[src/aout_diag_defs.vh]
// constants for the four-channel current-output range and diagnostic block
// ------------------------------------------------------------------
// ------------------------------------------------------------------
`ifndef AOUT_DIAG_DEFS_VH
`define AOUT_DIAG_DEFS_VH

`define CODE_OFF          8'hff
`define CODE_4_20_WIDE    8'h30
`define CODE_0_20_WIDE    8'h31
`define CODE_4_20_NARROW  8'h40
`define CODE_0_20_NARROW  8'h41
`define CODE_DEFAULT      8'h31

`define PIDX_OPEN         8'h01
`define PIDX_RANGE0       8'h02

`define WIDE_FULL         17'h06c00
`define WIDE_OVER         17'sh07eff
`define WIDE_UNDER        17'sh1e500
`define WIDE_OFFSET       17'h01b00
`define NARROW_FULL       17'h04000
`define NARROW_OVER       17'sh05000
`define NARROW_UNDER      17'sh1f000
`define NARROW_OFFSET     17'h01000
`define DAC_SCALE         34'h000000ccc

`define SET_HEAD        8'h00
`define SET_FULL        8'h01
`define HEAD_LEN        5'h04
`define FULL_LEN        5'h14

`define MODULE_INFO     8'h15
`define CHANNEL_TYPE    8'h73
`define DIAG_BITS       8'h08
`define CHANNEL_COUNT   8'h04

`define SUM_FAIL        0
`define SUM_INTERNAL    1
`define SUM_EXTERNAL    2
`define SUM_CHANNEL     3
`define SUM_AUX         4
`define SUM_PARAM       7
`define INT_OVERFLOW    3
`define INT_COMM        4
`define CHF_PARAM       0
`define CHF_OPEN        4

`define IDX_SUMMARY     5'h00
`define IDX_MODINFO     5'h01
`define IDX_RES_C       5'h02
`define IDX_INTERNAL    5'h03
`define IDX_CHTYPE      5'h04
`define IDX_BITS        5'h05
`define IDX_COUNT       5'h06
`define IDX_GROUP       5'h07
`define IDX_CHAN0       5'h08
`define IDX_STAMP0      5'h10

`endif

[src/range_scaler.v]
// converts one channel's signed output value to a 12-bit dac code by range
`timescale 1ns/1ps
`default_nettype none
`include "aout_diag_defs.vh"

module range_scaler #(
  parameter DAC_BITS = 12
) (
  input  wire                clk,
  input  wire                reset,
  input  wire [7:0]          channel_range_code,
  input  wire signed [15:0]  value,
  output reg  [DAC_BITS-1:0] dac_code,
  output reg                 enable,
  output reg                 code_error
);
  // dac full code corresponds to the highest overrange current of 25 mA;
  // the wide format puts 20 mA at 27648, the narrow one at 16384.
  reg signed [16:0] lim;
  reg        [16:0] span;
  reg        [16:0] off;
  reg        [33:0] prod;
  reg               valid;
  reg               narrow;
  reg               live_zero;

  always @* begin
    valid     = 1'b1;
    narrow    = 1'b0;
    live_zero = 1'b0;
    case (channel_range_code)
      `CODE_0_20_WIDE:   narrow = 1'b0;
      `CODE_0_20_NARROW: narrow = 1'b1;
      `CODE_4_20_WIDE:   live_zero = 1'b1;
      `CODE_4_20_NARROW: begin
        narrow    = 1'b1;
        live_zero = 1'b1;
      end
      default: valid = 1'b0;
    endcase
    // clamp to the permitted window of each range
    lim = {value[15], value};
    if (narrow && lim > `NARROW_OVER) lim = `NARROW_OVER;
    if (!narrow && lim > `WIDE_OVER) lim = `WIDE_OVER;
    if (!live_zero && lim < 17'sh00000) lim = 17'sh00000;
    if (live_zero && narrow && lim < `NARROW_UNDER) lim = `NARROW_UNDER;
    if (live_zero && !narrow && lim < `WIDE_UNDER) lim = `WIDE_UNDER;
    // shift 4..20 ranges up so 0 mA sits at zero: a quarter of full scale
    off  = live_zero ? (narrow ? `NARROW_OFFSET : `WIDE_OFFSET) : 17'h00000;
    // a live-zero range gives only 16 mA per full scale, so 20 mA spans 1.25 of it
    span = (narrow ? `NARROW_FULL : `WIDE_FULL) + off;
    // code = (v + off) * (20/25 of 4095) / span
    prod = ({17'h00000, lim[16:0] + off} * `DAC_SCALE) / {17'h00000, span};
  end

  always @(posedge clk) begin
    if (reset) begin
      dac_code   <= {DAC_BITS{1'b0}};
      enable     <= 1'b0;
      code_error <= 1'b0;
    end else begin
      enable     <= valid;
      code_error <= !valid && channel_range_code != `CODE_OFF;
      dac_code   <= valid ? prod[DAC_BITS-1:0] : {DAC_BITS{1'b0}};
    end
  end
endmodule // range_scaler

`default_nettype wire

[src/aout_diag.v]
// four-channel current output range control and diagnostic record
`timescale 1ns/1ps
`default_nettype none
`include "aout_diag_defs.vh"

module aout_diag #(
  parameter NCH      = 4,
  parameter DAC_BITS = 12,
  parameter CLK_MHZ  = 25
) (
  input  wire                    clk,
  input  wire                    reset,
  input  wire                    param_write,
  input  wire [7:0]              param_index,
  input  wire [7:0]              param_data,
  input  wire                    value_write,
  input  wire [1:0]              value_channel,
  input  wire [15:0]             value_data,
  input  wire                    record_read,
  input  wire [7:0]              record_set,
  input  wire [4:0]              record_byte,
  output reg  [7:0]              record_data,
  output reg                     record_valid,
  input  wire [NCH-1:0]          open_load_pin,
  input  wire                    aux_supply_ok_pin,
  input  wire                    internal_comm_error,
  input  wire                    diag_overflow,
  output wire [NCH*DAC_BITS-1:0] dac_codes,
  output wire [NCH-1:0]          channel_enable,
  output reg  [NCH-1:0]          channel_error_led,
  output reg                     group_error_led
);
  // ------------------------------------------------------------------
  // parameter record: index 0 reserved, 1 open-load enables, 2..5 range codes
  // ------------------------------------------------------------------
  reg  [7:0]  channel_range_code [0:NCH-1];
  reg  [3:0]  open_load_detect_enable;
  reg  [15:0] out_value [0:NCH-1];
  wire [NCH-1:0] code_error;

  genvar g;
  generate
    for (g = 0; g < NCH; g = g + 1) begin : chan
      always @(posedge clk) begin
        if (reset) begin
          channel_range_code[g] <= `CODE_DEFAULT;
          out_value[g]          <= 16'h0000;
        end else begin
          if (param_write && param_index == `PIDX_RANGE0 + g)
            channel_range_code[g] <= param_data;
          if (value_write && value_channel == g)
            out_value[g] <= value_data;
        end
      end
      range_scaler #(.DAC_BITS(DAC_BITS)) scaler (
        .clk                (clk),
        .reset              (reset),
        .channel_range_code (channel_range_code[g]),
        .value              (out_value[g]),
        .dac_code           (dac_codes[g*DAC_BITS +: DAC_BITS]),
        .enable             (channel_enable[g]),
        .code_error         (code_error[g])
      );
    end
  endgenerate

  always @(posedge clk) begin
    if (reset)
      open_load_detect_enable <= 4'h0;
    else if (param_write && param_index == `PIDX_OPEN)
      open_load_detect_enable <= param_data[3:0];
  end

  // ------------------------------------------------------------------
  // pin synchronisers
  // ------------------------------------------------------------------
  reg [NCH-1:0] open_meta;
  reg [NCH-1:0] open_sync;
  reg [1:0]     aux_meta;
  reg [1:0]     aux_sync;

  always @(posedge clk) begin
    if (reset) begin
      open_meta <= {NCH{1'b0}};
      open_sync <= {NCH{1'b0}};
      aux_meta  <= 2'b11;
      aux_sync  <= 2'b11;
    end else begin
      open_meta <= open_load_pin;
      open_sync <= open_meta;
      aux_meta  <= {aux_meta[0], aux_supply_ok_pin};
      aux_sync  <= {aux_sync[0], aux_meta[1]};
    end
  end

  // ------------------------------------------------------------------
  // microsecond ticker
  // ------------------------------------------------------------------
  reg [7:0]  us_div;
  reg [31:0] us_count;

  always @(posedge clk) begin
    if (reset) begin
      us_div   <= 8'h00;
      us_count <= 32'h00000000;
    end else if (us_div == CLK_MHZ - 1) begin
      us_div   <= 8'h00;
      us_count <= us_count + 32'h00000001;
    end else begin
      us_div <= us_div + 8'h01;
    end
  end

  // ------------------------------------------------------------------
  // diagnostic state: levels follow the live condition
  // ------------------------------------------------------------------
  reg  [7:0] chan_fault [0:NCH-1];
  reg  [7:0] diag_summary;
  reg  [7:0] diag_internal;
  reg  [7:0] channel_group_errors;
  reg  [31:0] diag_timestamp;
  reg  [7:0] next_summary;
  reg  [7:0] next_internal;
  reg  [NCH-1:0] next_group;
  reg  [7:0] next_fault [0:NCH-1];
  reg        any_param;
  integer    i;

  always @* begin
    any_param = 1'b0;
    next_group = {NCH{1'b0}};
    for (i = 0; i < NCH; i = i + 1) begin
      next_fault[i] = 8'h00;
      next_fault[i][`CHF_PARAM] = code_error[i];
      next_fault[i][`CHF_OPEN]  = open_sync[i] && open_load_detect_enable[i]
                                  && channel_enable[i];
      next_group[i] = |next_fault[i];
      any_param = any_param | code_error[i];
    end
    next_internal = 8'h00;
    next_internal[`INT_OVERFLOW] = diag_overflow;
    next_internal[`INT_COMM]     = internal_comm_error;
    next_summary = 8'h00;
    next_summary[`SUM_INTERNAL] = |next_internal;
    next_summary[`SUM_EXTERNAL] = |next_group || !aux_sync[1];
    next_summary[`SUM_CHANNEL]  = |next_group;
    next_summary[`SUM_AUX]      = !aux_sync[1];
    next_summary[`SUM_PARAM]    = any_param;
    next_summary[`SUM_FAIL]     = !aux_sync[1] || internal_comm_error;
  end

  // a summary bit or a channel group bit newly set is a diagnostic event
  wire event_now = |((next_summary | diag_summary) ^ diag_summary) ||
                   |(next_group & ~channel_group_errors[NCH-1:0]);

  always @(posedge clk) begin
    if (reset) begin
      diag_summary         <= 8'h00;
      diag_internal        <= 8'h00;
      channel_group_errors <= 8'h00;
      diag_timestamp       <= 32'h00000000;
      channel_error_led    <= {NCH{1'b0}};
      group_error_led      <= 1'b0;
    end else begin
      diag_summary         <= next_summary;
      diag_internal        <= next_internal;
      channel_group_errors <= {{(8-NCH){1'b0}}, next_group};
      channel_error_led    <= next_group;
      group_error_led      <= |next_summary;
      if (event_now)
        diag_timestamp <= us_count;
    end
  end

  generate
    for (g = 0; g < NCH; g = g + 1) begin : faults
      always @(posedge clk) begin
        if (reset)
          chan_fault[g] <= 8'h00;
        else
          chan_fault[g] <= next_fault[g];
      end
    end
  endgenerate

  // ------------------------------------------------------------------
  // record read port: no interrupt, the controller polls
  // ------------------------------------------------------------------
  reg [7:0] byte_mux;

  always @* begin
    case (record_byte)
      `IDX_SUMMARY:  byte_mux = diag_summary;
      `IDX_MODINFO:  byte_mux = `MODULE_INFO;
      `IDX_RES_C:    byte_mux = 8'h00;
      `IDX_INTERNAL: byte_mux = diag_internal;
      `IDX_CHTYPE:   byte_mux = `CHANNEL_TYPE;
      `IDX_BITS:     byte_mux = `DIAG_BITS;
      `IDX_COUNT:    byte_mux = `CHANNEL_COUNT;
      `IDX_GROUP:    byte_mux = channel_group_errors;
      5'h08:         byte_mux = chan_fault[0];
      5'h09:         byte_mux = chan_fault[1];
      5'h0a:         byte_mux = chan_fault[2];
      5'h0b:         byte_mux = chan_fault[3];
      5'h10:         byte_mux = diag_timestamp[7:0];
      5'h11:         byte_mux = diag_timestamp[15:8];
      5'h12:         byte_mux = diag_timestamp[23:16];
      5'h13:         byte_mux = diag_timestamp[31:24];
      default:       byte_mux = 8'h00;
    endcase
  end

  always @(posedge clk) begin
    if (reset) begin
      record_data  <= 8'h00;
      record_valid <= 1'b0;
    end else begin
      record_valid <= record_read;
      // out-of-range bytes and unknown sets read as zero
      if (record_read && ((record_set == `SET_FULL && record_byte < `FULL_LEN) ||
                          (record_set == `SET_HEAD && record_byte < `HEAD_LEN)))
        record_data <= byte_mux;
      else
        record_data <= 8'h00;
    end
  end
endmodule // aout_diag

`default_nettype wire

[config.mk]
export PLATFORM = sky130hd
export DESIGN_NAME = aout_diag
export DESIGN_NICKNAME = d
export VERILOG_FILES = /design/src/range_scaler.v /design/src/aout_diag.v
export VERILOG_INCLUDE_DIRS = /design/src
export SDC_FILE = /design/constraint.sdc
export NUM_CORES = 2
export LEC_CHECK = 0
export BUFFER_PORTS_ARGS = -buffer_cell sky130_fd_sc_hd__buf_2
export CELL_PAD_IN_SITES_DETAIL_PLACEMENT = 1
export CELL_PAD_IN_SITES_GLOBAL_PLACEMENT = 1
export CORE_ASPECT_RATIO = 0.8
export CORE_MARGIN = 2
export CORE_UTILIZATION = 50
export CTS_BUF_LIST = sky130_fd_sc_hd__clkbuf_16
export DETAILED_ROUTE_END_ITERATION = 6
export PLACE_DENSITY_LB_ADDON = 0.1
export SETUP_SLACK_MARGIN = 0.05
export SLEW_MARGIN = 15
export SYNTH_ARGS = -nofsm -noshare
export SYNTH_HDL_FRONTEND = slang
export SYNTH_HIERARCHICAL = 1
export SYNTH_SLANG_ARGS = --single-unit
[constraint.sdc]
create_clock -name clk -period 84.8 [get_ports clk]
set_clock_uncertainty 0.1 [all_clocks]
set_input_delay 16.96 -clock clk [delete_from_list [all_inputs] [get_ports clk]]
set_output_delay 16.96 -clock clk [all_outputs]
set_load 0.02 [all_outputs]
==> results.py <==
metrics = {
    "drt": {
        "dr.pass1.iters": 5,
        "drt-wirelength-per-cell_microns": 20.90,
        "vias": 76500,
        "drt-initial-drc-count": 4404,
        "viasPerCell": 6.431,
        "ant_nets": 0,
        "wl_microns": 248600,
        "drc": 0,
    },
    "floorplan": {
        "rows": 126,
        "die-height_microns": 349.1,
        "num_io_pins": 125,
        "die_w_microns": 435.4,
        "coreArea_sq_mm": 0.1477,
        "initial_core_util_pct": 50.40,
        "dieArea_sq_mm": 0.1520,
    },
    "synthesis": {
        "syn_area_sq_mm": 0.07445,
        "yosysMostFrequentCell": "ha_1",
        "synth_common_cells": "ha_1, nor2_1, nand2_1",
        "yosysUniqueCellTypes": 148,
        "yosysSeqAreaShare_pct": 8.551,
        "syn-instance-count": 9884,
        "syn_area_per_cell_sq_um": 7.533,
        "synth_top_area_share_pct": 16.99,
        "synthArstFlopShare_pct": 0,
        "ys_ff_latch": 270,
        "synth-edff-count": 96,
        "yosysTopAreaCell": "ha_1",
        "synthTopCellsByArea": "ha_1, fa_1, dfxtp_1",
        "yosys_warnings": 6,
        "synthFlopType": "dfxtp_1",
    },
    "final_layout": {
        "multi_input_area_sq_mm": 0.06473,
        "drive_above_1_share_pct": 7.882,
        "fillers": 18690,
        "nets": 11130,
        "seqCellArea_sq_mm": 0.006366,
        "syn2layout_area_growth_pct": 5.045,
    },
    "global_route": {
        "grt_max_degree": 81,
        "grt_pass1_wl_microns": 408200,
        "grt_pass1_vias": 78590,
        "grt.overflow.total": 0,
        "antenna_found_initial": 15,
        "grt_util_all_layers_pct": 31.59,
    },
    "setup_path": {
        "crit_slowest_cell": "nor2b_1",
        "worstPathRequired_ns": 85.21,
        "crit_path_max_fanout": 21,
        "reg2reg_from": "channel_range_code[1][3]",
        "cp_common_cell": "o21a_1",
        "r2r-end": "chan[1].scaler/dac_code[0]",
        "cpPeakStageDelay_ns": 0.95,
        "r2r_slack_ns": 7.93,
        "worstSetupPathType": "reg -> reg",
        "reg2reg_depth": 296,
        "critPathLaunchType": "flop",
        "critPathArrivalTime_ns": 77.29,
        "critPathCaptureType": "flop",
    },
    "clocking": {
        "cts_tree": "done",
        "clock-root-buffer": "clkbuf_16",
        "clock_path_buffers": 3,
        "clkSlewWorstSetupHoldPaths_ns": 0.09,
        "clock_latency_ns": 0.67,
        "cts_buffers": 36,
        "postCtsSetupBuffers": 0,
        "ctsHoldBuffers": 0,
        "cts_htree_levels": 2,
        "cts_sinks": 270,
        "cts_resized": 0,
    },
    "sta": {
        "worst_slew_pin_slew_ns": 1.167,
        "fmax_ghz": 0.01301,
        "hold_viol_final": 0,
        "fin_crit_ns": 76.87,
        "setup_violations": 0,
        "totalNegativeSetupSlack_ns": 0,
        "slew_viol_final": 0,
        "slew_headroom_pct": 22.05,
        "rsz0062_at_grt": "no",
        "timing.final.crit_share_pct": 90.65,
    },
    "min_path": {
        "holdPathEnd": "aux_sync[1]",
        "min-delay-start": "aux_sync[0]",
        "hold_path.class": "reg -> reg",
        "holdPathStages": 1,
    },
    "placed_design": {
        "gp_congestion": 0.9177,
        "hpwl_microns": 203200,
        "port_buffers": 124,
    },
    "run": {
        "maxCapViolations": 0,
    },
    "status": {
        "outcome": "finished clean",
    },
}
-- area by class of cell --
type	count	share of cell area (%)
inverter	614	2.947
timing repair buffer	180	1.334
tap	1984	3.174
sequential	270	8.140
clock inverter	28	0.3744
clock buffer	38	1.216
antenna	16	0.05119
multi-input combinational	8766	82.76
-- routing by layer --
| layer | vias up | part of all wire (%) | global-route usage, % |
|---|---|---|---|
| met4 | 8 | 2.6 | 8.418 |
| met1 | 37620 | 47 | 42.73 |
| li1 | 36900 | - | - |
| met2 | 1627 | 45 | 53.11 |
| met5 | - | 0.027 | 0 |
| met3 | 352 | 4.8 | 3.554 |
-- state kept, by name, indices dropped and copies added (netlist names), 6 cells and up --
name / flops
chan_fault: 8
out_value: 64
chan.scaler/dac_code: 48
us_div: 8
diag_timestamp: 32
channel_range_code: 32
us_count: 32
diag_summary: 6
record_data: 8
-- critical path: cells and delay by family, from the launching register on --
family / cells / cell delay [ns]
AOI/OAI and AO/OA: 148 / 33.48
buffers and inverters: 15 / 1.64
and+or+nand+nor: 101 / 29.58
xor gates and xnor gates: 2 / 1.07
DFF: 1 / 0.45
muxes: 4 / 1.18
adders and majority gates: 26 / 9.15
-- logic make-up (layout without fill, tap and decap cells) --
kind of cell,Yosys count,in the layout,share of synthesized area (%)
xor gates and xnor gates,464,464,5.468
buffers and inverters,868,860,4.679
other,4,40,0.02016
DFF,270,270,8.551
and+or+nand+nor,3845,3845,27.08
adders and majority gates,1209,1209,22.18
AOI/OAI and AO/OA,2905,2905,27.32
muxes,319,319,4.704
-- stage by stage --
step / cells / utilization [%] / setup WS (ns) / instance area [sq um] / hold WS, ns
final: 11900 / 52.94 / 7.926 / 78210 / 0.3143
after detailed placement: 11810 / 52.07 / 8.580 / 76920 / 0.3033
after global placement: 11810 / 52.07 / 10.81 / 76920 / 0.2966
after floorplan: 9904 / - / 21.91 / 74530 / 0.2895
after global routing: 11880 / 52.92 / 1.672 / 78170 / 0.3346
after CTS: 11880 / 52.91 / 8.195 / 78160 / 0.3174
-- worst max path at each step --
stage,startpoint,slack [ns],endpoint,depth (start not counted)
detailed placement,channel_range_code[1][1],8.58,chan[1].scaler/dac_code[0],297
floorplan,channel_range_code[1][1],21.91,chan[1].scaler/dac_code[0],320
CTS,channel_range_code[1][1],8.20,chan[1].scaler/dac_code[0],297
global route,channel_range_code[1][1],1.67,chan[1].scaler/dac_code[0],300
global placement,channel_range_code[1][1],10.81,chan[1].scaler/dac_code[0],295
finish,channel_range_code[1][3],7.93,chan[1].scaler/dac_code[0],296
-- placed cells by master (no fill, tap or decap), types with 41 or more instances in the layout --
cell / n
o22ai_1: 45
and3_1: 90
o21ai_1: 58
a31oi_1: 109
ha_1: 1010
xor2_1: 157
edfxtp_1: 96
and4_1: 48
xnor2_1: 306
or2_2: 115
nand2b_1: 170
a21boi_0: 50
o21a_1: 420
a211o_1: 58
nor4_1: 71
dfxtp_1: 174
o31a_1: 41
o21ai_0: 400
nand4_1: 134
o31ai_1: 208
buf_2: 123
or3_1: 132
mux2i_1: 140
and2_1: 205
nand3_1: 259
a21oi_1: 615
nor2b_1: 101
o211ai_1: 94
nor3_1: 537
a21o_1: 179
a211oi_1: 101
or4_1: 60
nor3b_1: 43
nor2_1: 871
fa_1: 188
inv_1: 608
buf_4: 57
o21bai_1: 47
nand2_1: 761
mux2_2: 159
Power is left out: the tool's default activity adds up to more than one toggle a clock period on the data nets, which glitch-free logic cannot reach.
